File: src/hdl/pcs_pkg.sv
// Package with the register map and field layout of the clock status block.
package pcs_pkg;
  // Register byte addresses on the system bus.
  localparam logic [31:0] ADDR_PLL_A_CFG = 32'hfffffc28;
  localparam logic [31:0] ADDR_PCK0 = 32'hfffffc40;
  localparam logic [31:0] ADDR_PCK1 = 32'hfffffc44;
  localparam logic [31:0] ADDR_IRQ_EN = 32'hfffffc60;
  localparam logic [31:0] ADDR_IRQ_DIS = 32'hfffffc64;
  localparam logic [31:0] ADDR_STATUS = 32'hfffffc68;
  localparam logic [31:0] ADDR_MASK = 32'hfffffc6c;
  localparam logic [31:0] ADDR_EVENT = 32'hfffffc70;
  localparam logic [31:0] ADDR_PUMP = 32'hfffffc80;
  // Shared bit map of enable, disable, status, mask and event registers.
  localparam int BIT_OSC = 0;
  localparam int BIT_LOCK_A = 1;
  localparam int BIT_LOCK_B = 2;
  localparam int BIT_MCK = 3;
  localparam int BIT_SLOW_SRC = 7;
  localparam int BIT_PCK0 = 8;
  localparam int BIT_PCK1 = 9;
  // Bits that are interrupt sources.
  localparam logic [31:0] IRQ_BITS = 32'h0000030f;
  // Programmable clock fields: source at 1:0, prescaler at 4:2.
  localparam int PCK_SRC_LSB = 0;
  localparam int PCK_PRESCALE_LSB = 2;
  localparam logic [31:0] PCK_BITS = 32'h0000001f;
  localparam logic [2:0] PRESCALE_RESERVED = 3'h7;
  // Source select codes.
  localparam logic [1:0] SRC_SLOW = 2'h0;
  localparam logic [1:0] SRC_MAIN = 2'h1;
  localparam logic [1:0] SRC_PLL_A = 2'h2;
  localparam logic [1:0] SRC_PLL_B = 2'h3;
  // Lock delay field of the PLL A configuration, bits 13:8.
  localparam int LOCK_DELAY_LSB = 8;
  localparam logic [31:0] LOCK_DELAY_BITS = 32'h00003f00;
  // Charge pump current bits.
  localparam logic [31:0] PUMP_BITS = 32'h00010001;
  // Reset values.
  localparam logic [31:0] PCK_RESET = 32'h00000000;
  localparam logic [31:0] PUMP_RESET = 32'h00000000;
  localparam logic [31:0] IRQ_EN_RESET = 32'h00000000;
  localparam logic [5:0] LOCK_DELAY_RESET = 6'h00;
  // Bus response codes.
  localparam logic [1:0] RESP_OKAY = 2'h0;
  localparam logic [1:0] RESP_SLVERR = 2'h2;
endpackage : pcs_pkg

File: src/hdl/pcs_top.sv
// Clock status, interrupt and programmable clock configuration block.
//
// Our own choice: the AXI4-Lite interface to the registers.
`timescale 1ns/1ps
`default_nettype none
module pcs_top (
  input wire logic aclk, // System clock, 10 MHz.
  input wire logic aresetn, // Synchronous reset, active low.
  input wire logic [31:0] s_axi_awaddr, // Write address.
  input wire logic s_axi_awvalid, // Write address valid.
  output logic s_axi_awready, // Write address ready.
  input wire logic [31:0] s_axi_wdata, // Write data.
  input wire logic [3:0] s_axi_wstrb, // Write byte strobes.
  input wire logic s_axi_wvalid, // Write data valid.
  output logic s_axi_wready, // Write data ready.
  output logic [1:0] s_axi_bresp, // Write response code.
  output logic s_axi_bvalid, // Write response valid.
  input wire logic s_axi_bready, // Write response ready.
  input wire logic [31:0] s_axi_araddr, // Read address.
  input wire logic s_axi_arvalid, // Read address valid.
  output logic s_axi_arready, // Read address ready.
  output logic [31:0] s_axi_rdata, // Read data.
  output logic [1:0] s_axi_rresp, // Read response code.
  output logic s_axi_rvalid, // Read data valid.
  input wire logic s_axi_rready, // Read data ready.
  input wire logic osc_stable, // Main oscillator stable, from a pin.
  input wire logic pll_b_locked, // PLL B lock indication, from a pin.
  input wire logic master_clk_ready, // Master clock ready, from a pin.
  input wire logic slow_clk_source, // One when the crystal drives slow clock.
  input wire logic slow_clk, // Slow clock, sampled as a plain input.
  output logic pll_a_locked, // PLL A lock state.
  output logic [1:0] pck0_source_select, // Clock 0 source select.
  output logic [2:0] pck0_prescale_code, // Clock 0 prescaler code.
  output logic [1:0] pck1_source_select, // Clock 1 source select.
  output logic [2:0] pck1_prescale_code, // Clock 1 prescaler code.
  output logic pump_current_a, // PLL A charge pump current bit.
  output logic pump_current_b, // PLL B charge pump current bit.
  output logic irq // Level interrupt request, active high.
);

  // Merge a write into a stored word under the byte strobes.
  function automatic logic [31:0] strobe_merge(input logic [31:0] old,
      input logic [31:0] data, input logic [3:0] strb);
    logic [31:0] res;
    res = old;
    for (int i = 0; i < 4; i++) begin
      if (strb[i]) begin
        res[8*i +: 8] = data[8*i +: 8];
      end
    end
    return res;
  endfunction : strobe_merge

  // Readiness of a programmable clock's chosen source.
  function automatic logic src_ready(input logic [1:0] sel,
      input logic [31:0] st);
    case (sel)
      pcs_pkg::SRC_SLOW: src_ready = 1'b1;
      pcs_pkg::SRC_MAIN: src_ready = st[pcs_pkg::BIT_OSC];
      pcs_pkg::SRC_PLL_A: src_ready = st[pcs_pkg::BIT_LOCK_A];
      default: src_ready = st[pcs_pkg::BIT_LOCK_B];
    endcase
  endfunction : src_ready

  // Two-stage synchronisers for all pin inputs; stage one feeds stage two.
  logic [4:0] pin_meta; // First synchroniser stage.
  logic [4:0] pin_sync; // Second synchroniser stage, safe to read.
  logic slow_prev; // Previous synchronised slow clock level.
  wire logic [4:0] pin_raw = {slow_clk, slow_clk_source, master_clk_ready,
                              pll_b_locked, osc_stable};
  wire logic slow_tick = pin_sync[4] & ~slow_prev; // Slow clock rising edge.

  // Pins are asynchronous to aclk, so they pass two flops first.
  always_ff @(posedge aclk) begin
    if (!aresetn) begin
      pin_meta <= 5'h00;
      pin_sync <= 5'h00;
      slow_prev <= 1'b0;
    end else begin
      pin_meta <= pin_raw;
      pin_sync <= pin_meta;
      slow_prev <= pin_sync[4];
    end
  end

  // Write channel holding registers; address and data are taken apart.
  logic aw_held; // Write address captured.
  logic w_held; // Write data captured.
  logic [31:0] aw_addr; // Captured write address.
  logic [31:0] w_data; // Captured write data.
  logic [3:0] w_strb; // Captured write strobes.
  wire logic aw_take = s_axi_awvalid & s_axi_awready;
  wire logic w_take = s_axi_wvalid & s_axi_wready;
  wire logic wr_go = aw_held & w_held & ~s_axi_bvalid; // Perform the write.

  // Write decode, valid only in the cycle of wr_go.
  wire logic wr_pll_a = wr_go & (aw_addr == pcs_pkg::ADDR_PLL_A_CFG);
  wire logic wr_pck0 = wr_go & (aw_addr == pcs_pkg::ADDR_PCK0);
  wire logic wr_pck1 = wr_go & (aw_addr == pcs_pkg::ADDR_PCK1);
  wire logic wr_en = wr_go & (aw_addr == pcs_pkg::ADDR_IRQ_EN);
  wire logic wr_dis = wr_go & (aw_addr == pcs_pkg::ADDR_IRQ_DIS);
  wire logic wr_evt = wr_go & (aw_addr == pcs_pkg::ADDR_EVENT);
  wire logic wr_pump = wr_go & (aw_addr == pcs_pkg::ADDR_PUMP);
  wire logic wr_ro = wr_go & ((aw_addr == pcs_pkg::ADDR_STATUS) |
                              (aw_addr == pcs_pkg::ADDR_MASK));
  wire logic wr_hit = wr_pll_a | wr_pck0 | wr_pck1 | wr_en | wr_dis |
                      wr_evt | wr_pump | wr_ro;
  wire logic [31:0] wr_word = strobe_merge(32'h00000000, w_data, w_strb);

  // Write channel: each side is accepted once and held until the response.
  always_ff @(posedge aclk) begin
    if (!aresetn) begin
      aw_held <= 1'b0;
      w_held <= 1'b0;
      aw_addr <= 32'h00000000;
      w_data <= 32'h00000000;
      w_strb <= 4'h0;
      s_axi_bvalid <= 1'b0;
      s_axi_bresp <= pcs_pkg::RESP_OKAY;
    end else begin
      if (aw_take) begin
        aw_held <= 1'b1;
        aw_addr <= s_axi_awaddr;
      end
      if (w_take) begin
        w_held <= 1'b1;
        w_data <= s_axi_wdata;
        w_strb <= s_axi_wstrb;
      end
      if (wr_go) begin
        // Unmapped addresses answer with a slave error.
        aw_held <= 1'b0;
        w_held <= 1'b0;
        s_axi_bvalid <= 1'b1;
        s_axi_bresp <= wr_hit ? pcs_pkg::RESP_OKAY : pcs_pkg::RESP_SLVERR;
      end else if (s_axi_bvalid && s_axi_bready) begin
        s_axi_bvalid <= 1'b0;
      end
    end
  end

  // Ready is registered so the outputs come straight from flops.
  always_ff @(posedge aclk) begin
    if (!aresetn) begin
      s_axi_awready <= 1'b0;
      s_axi_wready <= 1'b0;
    end else begin
      s_axi_awready <= ~aw_held & ~aw_take & ~wr_go;
      s_axi_wready <= ~w_held & ~w_take & ~wr_go;
    end
  end

  // Configuration registers.
  logic [31:0] pck_cfg [2]; // Programmable clock configurations.
  logic [31:0] pump_cfg; // Charge pump current register.
  logic [31:0] irq_en; // Interrupt source enables, one per source.
  logic [5:0] lock_delay; // PLL A lock delay in slow clock cycles.
  logic [5:0] lock_cnt; // Slow clock cycles still to wait.
  logic lock_wait; // PLL A lock countdown running.
  logic [1:0] pck_ready; // Programmable clock ready flags.
  logic [31:0] status_prev; // Status of the previous cycle.
  logic [31:0] evt; // Sticky interrupt event flags.

  wire logic [31:0] pll_a_word = strobe_merge({18'h00000, lock_delay, 8'h00},
                                              w_data, w_strb);

  // Programmable clocks; only source and prescaler bits are kept.
  always_ff @(posedge aclk) begin
    if (!aresetn) begin
      pck_cfg[0] <= pcs_pkg::PCK_RESET;
      pck_cfg[1] <= pcs_pkg::PCK_RESET;
    end else begin
      if (wr_pck0) begin
        pck_cfg[0] <= strobe_merge(pck_cfg[0], w_data, w_strb) &
                      pcs_pkg::PCK_BITS;
      end
      if (wr_pck1) begin
        pck_cfg[1] <= strobe_merge(pck_cfg[1], w_data, w_strb) &
                      pcs_pkg::PCK_BITS;
      end
    end
  end

  // Charge pump bits are stored as written; software sets both to one.
  always_ff @(posedge aclk) begin
    if (!aresetn) begin
      pump_cfg <= pcs_pkg::PUMP_RESET;
    end else if (wr_pump) begin
      pump_cfg <= strobe_merge(pump_cfg, w_data, w_strb) & pcs_pkg::PUMP_BITS;
    end
  end

  // Enable and disable commands; a disable in the same write wins nothing,
  // as each command is its own register and writes never overlap.
  always_ff @(posedge aclk) begin
    if (!aresetn) begin
      irq_en <= pcs_pkg::IRQ_EN_RESET;
    end else if (wr_en) begin
      irq_en <= irq_en | (wr_word & pcs_pkg::IRQ_BITS);
    end else if (wr_dis) begin
      irq_en <= irq_en & ~(wr_word & pcs_pkg::IRQ_BITS);
    end
  end

  // PLL A lock: a configuration write drops lock and counts slow clocks.
  always_ff @(posedge aclk) begin
    if (!aresetn) begin
      lock_delay <= pcs_pkg::LOCK_DELAY_RESET;
      lock_cnt <= 6'h00;
      lock_wait <= 1'b0;
      pll_a_locked <= 1'b0;
    end else if (wr_pll_a) begin
      lock_delay <= pll_a_word[pcs_pkg::LOCK_DELAY_LSB +: 6];
      lock_cnt <= pll_a_word[pcs_pkg::LOCK_DELAY_LSB +: 6];
      lock_wait <= 1'b1;
      pll_a_locked <= 1'b0;
    end else if (lock_wait && lock_cnt == 6'h00) begin
      lock_wait <= 1'b0;
      pll_a_locked <= 1'b1;
    end else if (lock_wait && slow_tick) begin
      lock_cnt <= lock_cnt - 6'h01;
    end
  end

  // Level status, assembled from synchronised pins and internal state.
  wire logic [31:0] status = {22'h000000, pck_ready, pin_sync[3], 3'h0,
                              pin_sync[2], pin_sync[1], pll_a_locked,
                              pin_sync[0]};

  // A clock is ready when its source is; a write restarts the check,
  // so it reads not ready for at least one cycle after reprogramming.
  always_ff @(posedge aclk) begin
    if (!aresetn) begin
      pck_ready <= 2'h0;
    end else begin
      pck_ready[0] <= ~wr_pck0 &
          src_ready(pck_cfg[0][pcs_pkg::PCK_SRC_LSB +: 2], status);
      pck_ready[1] <= ~wr_pck1 &
          src_ready(pck_cfg[1][pcs_pkg::PCK_SRC_LSB +: 2], status);
    end
  end

  // Sticky events on rising status; a new event beats a same-cycle clear.
  wire logic [31:0] evt_rise = status & ~status_prev & pcs_pkg::IRQ_BITS;
  wire logic [31:0] evt_clr = wr_evt ? wr_word : 32'h00000000;
  always_ff @(posedge aclk) begin
    if (!aresetn) begin
      status_prev <= 32'h00000000;
      evt <= 32'h00000000;
      irq <= 1'b0;
    end else begin
      status_prev <= status;
      evt <= (evt & ~evt_clr) | evt_rise;
      irq <= |(evt & irq_en);
    end
  end

  // Drive the configuration outputs from their registers.
  always_ff @(posedge aclk) begin
    if (!aresetn) begin
      pck0_source_select <= 2'h0;
      pck0_prescale_code <= 3'h0;
      pck1_source_select <= 2'h0;
      pck1_prescale_code <= 3'h0;
      pump_current_a <= 1'b0;
      pump_current_b <= 1'b0;
    end else begin
      pck0_source_select <= pck_cfg[0][pcs_pkg::PCK_SRC_LSB +: 2];
      pck0_prescale_code <= pck_cfg[0][pcs_pkg::PCK_PRESCALE_LSB +: 3];
      pck1_source_select <= pck_cfg[1][pcs_pkg::PCK_SRC_LSB +: 2];
      pck1_prescale_code <= pck_cfg[1][pcs_pkg::PCK_PRESCALE_LSB +: 3];
      pump_current_a <= pump_cfg[0];
      pump_current_b <= pump_cfg[16];
    end
  end

  // Read decode; write-only commands read as zero.
  wire logic [31:0] ar = s_axi_araddr;
  wire logic rd_hit = (ar == pcs_pkg::ADDR_PLL_A_CFG) |
                      (ar == pcs_pkg::ADDR_PCK0) | (ar == pcs_pkg::ADDR_PCK1) |
                      (ar == pcs_pkg::ADDR_IRQ_EN) |
                      (ar == pcs_pkg::ADDR_IRQ_DIS) |
                      (ar == pcs_pkg::ADDR_STATUS) |
                      (ar == pcs_pkg::ADDR_MASK) |
                      (ar == pcs_pkg::ADDR_EVENT) | (ar == pcs_pkg::ADDR_PUMP);
  wire logic [31:0] mask_word = ~irq_en & pcs_pkg::IRQ_BITS;
  wire logic [31:0] rd_word =
      (ar == pcs_pkg::ADDR_PLL_A_CFG) ? {18'h00000, lock_delay, 8'h00} :
      (ar == pcs_pkg::ADDR_PCK0) ? pck_cfg[0] :
      (ar == pcs_pkg::ADDR_PCK1) ? pck_cfg[1] :
      (ar == pcs_pkg::ADDR_STATUS) ? status :
      (ar == pcs_pkg::ADDR_MASK) ? mask_word :
      (ar == pcs_pkg::ADDR_EVENT) ? evt :
      (ar == pcs_pkg::ADDR_PUMP) ? pump_cfg : 32'h00000000;

  // Read channel: one read at a time, data one cycle after the address.
  always_ff @(posedge aclk) begin
    if (!aresetn) begin
      s_axi_arready <= 1'b0;
      s_axi_rvalid <= 1'b0;
      s_axi_rdata <= 32'h00000000;
      s_axi_rresp <= pcs_pkg::RESP_OKAY;
    end else if (s_axi_arvalid && s_axi_arready) begin
      s_axi_arready <= 1'b0;
      s_axi_rvalid <= 1'b1;
      s_axi_rdata <= rd_word;
      s_axi_rresp <= rd_hit ? pcs_pkg::RESP_OKAY : pcs_pkg::RESP_SLVERR;
    end else if (s_axi_rvalid && s_axi_rready) begin
      s_axi_rvalid <= 1'b0;
    end else begin
      s_axi_arready <= ~s_axi_rvalid;
    end
  end

  // Checks on the block's own behaviour.
  a_src_out: assert property (@(posedge aclk)
      disable iff (!aresetn) wr_pck0 && w_strb[0] |->
      ##2 pck0_source_select == $past(wr_word[1:0], 2))
    else $error("Clock 0 source output does not follow the write.");
  a_prescale_code_out: assert property (@(posedge aclk)
      disable iff (!aresetn) wr_pck1 && w_strb[0] |->
      ##2 pck1_prescale_code == $past(w_data[4:2], 2))
    else $error("Clock 1 prescaler output does not follow the write.");
  a_en_sets: assert property (@(posedge aclk)
      disable iff (!aresetn)
      wr_en |=> (irq_en & ($past(wr_word) & pcs_pkg::IRQ_BITS)) ==
               ($past(wr_word) & pcs_pkg::IRQ_BITS))
    else $error("Enable command did not enable its sources.");
  a_dis_clears: assert property (@(posedge aclk)
      disable iff (!aresetn)
      wr_dis |=> (irq_en & $past(wr_word)) == 32'h00000000)
    else $error("Disable command did not disable its sources.");
  a_en_keeps: assert property (@(posedge aclk)
      disable iff (!aresetn)
      wr_en |=> (irq_en & ~$past(wr_word)) == ($past(irq_en) &
                ~$past(wr_word)))
    else $error("Enable command changed a source written as zero.");
  a_mask_polarity: assert property (@(posedge aclk)
      disable iff (!aresetn)
      wr_dis |=> (mask_word & $past(wr_word) & pcs_pkg::IRQ_BITS) ==
                 ($past(wr_word) & pcs_pkg::IRQ_BITS))
    else $error("Mask register does not read one for a disabled source.");
  a_lock_drop: assert property (@(posedge aclk)
      disable iff (!aresetn) wr_pll_a |=> !pll_a_locked)
    else $error("PLL A lock did not drop on a configuration write.");
  a_lock_wait: assert property (@(posedge aclk)
      disable iff (!aresetn)
      lock_wait && lock_cnt != 6'h00 |=> !pll_a_locked)
    else $error("PLL A locked before its slow clock count ran out.");
  a_lock_end: assert property (@(posedge aclk)
      disable iff (!aresetn)
      lock_wait && lock_cnt == 6'h00 && !wr_pll_a |=> pll_a_locked)
    else $error("PLL A did not lock when its count ran out.");
  a_irq_level: assert property (@(posedge aclk)
      disable iff (!aresetn)
      |(evt & irq_en) |=> irq)
    else $error("Interrupt not raised for an enabled event.");
  a_irq_quiet: assert property (@(posedge aclk)
      disable iff (!aresetn)
      (evt & irq_en) == 32'h00000000 |=> !irq)
    else $error("Interrupt raised with no enabled event.");
  // Pins reach status two edges after they are sampled, once out of reset.
  a_status_pins: assert property (@(posedge aclk)
      disable iff (!aresetn) $past(aresetn, 2) |->
      status[pcs_pkg::BIT_OSC] == $past(osc_stable, 2) &&
      status[pcs_pkg::BIT_SLOW_SRC] == $past(slow_clk_source, 2))
    else $error("Status does not show the synchronised pins.");
  a_pck_ready: assert property (@(posedge aclk)
      disable iff (!aresetn) wr_pck0 |=> !pck_ready[0])
    else $error("Clock 0 stayed ready across reprogramming.");

endmodule : pcs_top
`default_nettype wire

File: config.mk
export PLATFORM = sky130hd
export DESIGN_NAME = pcs_top
export DESIGN_NICKNAME = d
export VERILOG_FILES = /design/src/hdl/pcs_pkg.sv /design/src/hdl/pcs_top.sv
export SDC_FILE = /design/constraint.sdc
export NUM_CORES = 1
export LEC_CHECK = 0
export BUFFER_PORTS_ARGS = -buffer_cell sky130_fd_sc_hd__buf_4
export CAP_MARGIN = 20
export CORE_MARGIN = 2
export CORE_UTILIZATION = 54
export CTS_CLUSTER_SIZE = 12
export DETAILED_ROUTE_END_ITERATION = 6
export HOLD_SLACK_MARGIN = 0.06
export PLACE_DENSITY = 0.79
export SLEW_MARGIN = 0
export SYNTH_ARGS = -nofsm -noshare
export SYNTH_HDL_FRONTEND = slang
export SYNTH_SLANG_ARGS = --single-unit
export TNS_END_PERCENT = 10
File: constraint.sdc
create_clock -name aclk -period 3.2 [get_ports aclk]
set_input_delay 0.16 -clock aclk [delete_from_list [all_inputs] [get_ports aclk]]
set_output_delay 0.16 -clock aclk [all_outputs]
set_load 0.02 [all_outputs]
# Word level (Yosys, flattened, before mapping)

Memory sizes are Yosys's and may differ from the RTL's.
Cells that the tools add are included.

Add/sub/neg operators: 1
Equal/unequal tests: 23
Muxes and demuxes: 45
Bitwise logic cells: 58
Reduce and logical (&&, ||, !) cells: 20

Operators by type and width:

| kind                 | number |
|---|---|
| $eq 32x32->1 const B | 18 |
| $mux 32              | 9 |
| $and 32x32->32       | 3 |
| $or 32x10->32        | 2 |
| $mux 5               | 8 |
| $mux 8               | 4 |
| $not 10->32          | 1 |
| $not 32->32          | 1 |
| $reduce_or 32->1     | 1 |
| $mux 6               | 4 |
| $not 10->10          | 2 |
| $and 1x1->1          | 19 |
| $or 1x1->1           | 18 |
| $mux 17              | 1 |
| $mux 1               | 15 |
| $not 1->1            | 11 |
| $and 10x10->10       | 1 |
| $reduce_bool 2->1    | 5 |
| $logic_not 6->1      | 1 |
| $pmux 1 s3           | 2 |
| $reduce_and 2->1     | 3 |
| $reduce_or 2->1      | 3 |
| $sub 6x1->6 const B  | 1 |
| $logic_and 1x1->1    | 5 |
| 5 further kinds      | 9 |

Register bits after elaboration: 224
Bits in writable memories: 10
Input bits: 112
Output and inout bits: 55
Word-level logic and storage cells: 181
Memories kept: 1

Memory list:

| name    | words | bits a word | read ports | clocked after memory_dff | write ports | RTL line       | text |
|---|---|---|---|---|---|---|---|
| pck_cfg | 2     | 5           | 2          | 0                        | 2           | pcs_top.sv:154 | `logic [31:0] pck_cfg [2];` |

# Depth between registers and ports, before layout

Word-level depth: 11
Mapped depth: 8
Gate-level depth less buffers: 8

# Least setup slack after synthesis

No wires, ideal clock.

Path kind: register to register
Start point: register s_axi_bvalid
End point: memory pck_cfg[0][0] in the netlist's numbering, enable pin
Setup time: 374 ps
Arrival time: 2058 ps
Data required time: 2826 ps
Path slack: 768 ps
Cell stages (with the launch flop): 6
Path buffers: 0
Clock period less this slack: 2432 ps
Cell sequence: dfxtp_1 -> nand3b_1 -> or4b_2 -> nor3_1 -> nand2_1 -> o21ai_0

RTL lines:

| item                   | RTL line       | text |
|---|---|---|
| start, declared        | pcs_top.sv:17  | `output logic s_axi_bvalid,` |
| start signal, assigned | pcs_top.sv:118 | `s_axi_bvalid <= 1'b0;` |
| start signal, assigned | pcs_top.sv:134 | `s_axi_bvalid <= 1'b1;` |
| start signal, assigned | pcs_top.sv:137 | `s_axi_bvalid <= 1'b0;` |
| end, declared          | pcs_top.sv:154 |  |

==> flow_summary.ini <==
[route]
drc = 0
wire_per_inst_um = 16.72
viasPerCell = 5.619
dr.first_iter.drc_count = 655
wirelength_mm = 22.40
dr.pass1.iters = 5
postRouteAntennaNets = 0
vias = 7530

[hold_path]
hp-class = input pin to register
hold_path_depth = 3
holdPathEnd = evt[5]
worstHoldStart = aresetn

[synthesis]
yosys_warnings = 0
async_flop_share = 0
syn_area_per_cell_um2 = 8.553
yosys.cell_types.count = 58
synth_top_area_frac = 0.4903
syn_inst = 931
ys.flop_type = dfxtp_1
syn-cell-area_mm2 = 0.007963
ys_seq_area_frac = 0.5280
synth_top_cell_by_area = dfxtp_1
synthTopCellsByArea = dfxtp_1 49%, nand2_1 10%, a21oi_1 8.9%
synth-edff-count = 10
synth_seq_cells = 205

[cts]
clkSinkCount = 205
clk_latency_ps = 500
cts_buffers = 22
htreeDepth = 1
cts_tree = built
cts_resized = 0
cts_buffer_depth = 3
clk_pin_slew_ps = 60
root_buffer = clkbuf_16

[timing]
slew_headroom = 0.3287
period_share = 0.8398
final.min_clock_period_ps = 2687
clock_skew_ps = 8.110
rsz0062_at_grt = false
hold_viol_final = 0
setup_viol = 0
worst_pin_slew_ps = 1005
whs_ps = 102.4
drv_slew = 0
tns_ps = 0
timing.fmax_mhz = 372.1

[worst_setup_path]
cp_max_fo = 7
r2r-start = s_axi_bvalid
timing.rr.end = pck_cfg[0][0]
reg2regPathDepth = 5
crit_path_top_delay_cell = or4b_2
path_cells = nand3b_1 > or4b_2 > nor3_1 > nand2_1 > o21ai_0
cp.arrival_ps = 2810
critPathLaunchType = register
cp_data_required_time_ps = 3330
cp_slowest_stage_delay_ps = 680
cp-end-kind = register
reg2reg_slack_ps = 510
crit_type = register to register

[global_route]
grt_pass1_wl_mm = 35.89
grt_max_degree = 97
grt_usage = 0.2775
grt_pass1_vias = 7150
gr-total-overflow = 0
grt_antenna_before_repair = 0

[outcome]
status = completed

[layout]
antenna_cells = 0
fillers = 1047
stdcell_count = 1340
fin_nets = 1261
stdcell_area_mm2 = 0.01071
syn_to_final_growth_pct = 34.54
final_layout_size_suffix_gt1_frac = 0.1894

[placed_design]
io_buffers = 164
dpl.hpwl_mm = 14.06
place_inst = 1231
place_area_mm2 = 0.009276
place_congestion = 0.9360

[power]
power_mw = 5.573
power.density_mw_per_mm2 = 520.2
power.leakage_nw = 4.233
peakVddDrop_v = 0.0003233

[floorplan]
ioPinCount = 167
die_y_um = 125.4
dieArea_mm2 = 0.01573
die-width_um = 125.4
coreArea_mm2 = 0.01448
rows = 44
start_util = 0.5499

[run]
max_cap_viol_count = 0
report_power, final:
group,total [mW],internal [mW],switching [mW]
combinational,0.486,0.240,0.246
sequential,2.71,2.65,0.0610
clock,2.37,1.41,0.958
total,5.57,4.31,1.27
cells by family after synthesis:
family | after synthesis | share of synthesized area
buf+inv | 79 | 0.03960
mux | 14 | 0.01760
compound gates | 217 | 0.1554
xor+xnor | 5 | 0.005501
other cells | 1 | 0.0004709
flops | 205 | 0.5280
simple gates | 408 | 0.2503
fa+ha+maj | 2 | 0.003142
Yosys cell counts (2+ instances only):
cell and instances:
nand2_1 216, dfxtp_1 195, a21oi_1 141, clkbuf_1 47, nor2_1 47, and2_1 31
nand3_1 25, o21ai_0 23, inv_1 19, nand4_1 16, mux2i_1 14, nor3_1 14
a31oi_1 10, edfxtp_1 10, nand2b_1 10, nor4_1 9, a211oi_1 8, nor2b_1 6
a32oi_1 5, buf_1 5, a221oi_1 4, a22oi_1 4, a311oi_1 4, buf_4 4
nor4b_1 4, or3_1 4, a21o_1 3, and3_1 3, buf_2 3, nand3b_1 3
nor4_4 3, o211ai_1 3, xor2_1 3, a22o_1 2, a32o_1 2, ha_1 2
nor3_4 2, nor4_2 2, o311ai_0 2, o31ai_1 2, or4_1 2, or4b_2 2
xnor2_1 2
cell usage in the layout, fill, tap and decap left out, drive strengths merged, types with 4 or more instances in the layout:
| cell | Yosys | final |
|---|---|---|
| or3 | 4 | 4 |
| nor4 | 14 | 14 |
| nand2b | 10 | 10 |
| a31oi | 10 | 10 |
| nor3 | 17 | 17 |
| a22oi | 4 | 4 |
| mux2i | 14 | 14 |
| a211oi | 8 | 8 |
| edfxtp | 10 | 10 |
| a32oi | 5 | 5 |
| a311oi | 4 | 4 |
| a221oi | 4 | 4 |
| nor4b | 5 | 5 |
| and2 | 32 | 32 |
| nand2 | 216 | 216 |
| nor2b | 6 | 6 |
| nand3 | 25 | 25 |
| dfxtp | 195 | 195 |
| buf | 12 | 175 |
| nor2 | 47 | 47 |
| nand4 | 16 | 16 |
| a21oi | 141 | 141 |
| inv | 19 | 20 |
| clkbuf | 47 | 32 |
| o21ai | 23 | 23 |
| dlygate4sd3 | 0 | 75 |
how the worst max path moves through the flow:
stage,slack (ps),from,to
global route,350,s_axi_bvalid,pck_cfg[0][1]
finish,510,s_axi_bvalid,pck_cfg[0][0]
CTS,520,s_axi_bvalid,pck_cfg[0][0]
global placement,660,s_axi_bvalid,pck_cfg[0][2]
floorplan,770,s_axi_bvalid,pck_cfg[0][0]
detailed placement,530,s_axi_bvalid,pck_cfg[0][4]
registers in the layout, summed over array words and instances, names as in the netlist, 3 cells and up, named ones only:
signal,count
aw_addr,32
evt,32
lock_cnt,6
lock_delay,6
pck0_prescale_code,3
pck1_prescale_code,3
pck_cfg,10
pin_meta,5
pin_sync,5
s_axi_rdata,32
status_prev,6
w_data,32
w_strb,4
layout make-up:
class | instances | area (µm²) | share of cell area
clock buffer | 32 | 659.4 | 0.06155
clock inverter | 1 | 11.26 | 0.001051
inverter | 20 | 76.32 | 0.007124
multi-input combinational | 648 | 3447 | 0.3218
sequential | 205 | 4204 | 0.3924
tap | 184 | 230.2 | 0.02149
timing repair buffer | 250 | 2085 | 0.1946
metrics by stage:
step	worst slack (ps)	util
6_report	512.8	0.7399
5_1_grt	351.6	0.7399
4_1_cts	523.7	0.7389
3_5_place_dp	534.3	0.6407
3_3_place_gp	665.0	0.6407
2_1_floorplan	768.4	-
timing repair:
item / CTS / global route
hold endpoints to repair: 76 / 0
hold buffers: 75 / 0
setup buffers: 0 / 0
critical path: cells and delay by family (launching register included):
| kind | cells | cell delay, ps |
|---|---|---|
| flops | 1 | 330 |
| simple gates | 4 | 1380 |
| compound gates | 1 | 610 |
metal layers:
layer	vias up	share of wire	track usage
li1	3635	-	-
met1	3497	0.41	0.3498
met2	349	0.49	0.4792
met3	49	0.073	0.05306
met4	0	0.027	0.09150
met5	-	0	0
Power figures use the tool's default switching activity.
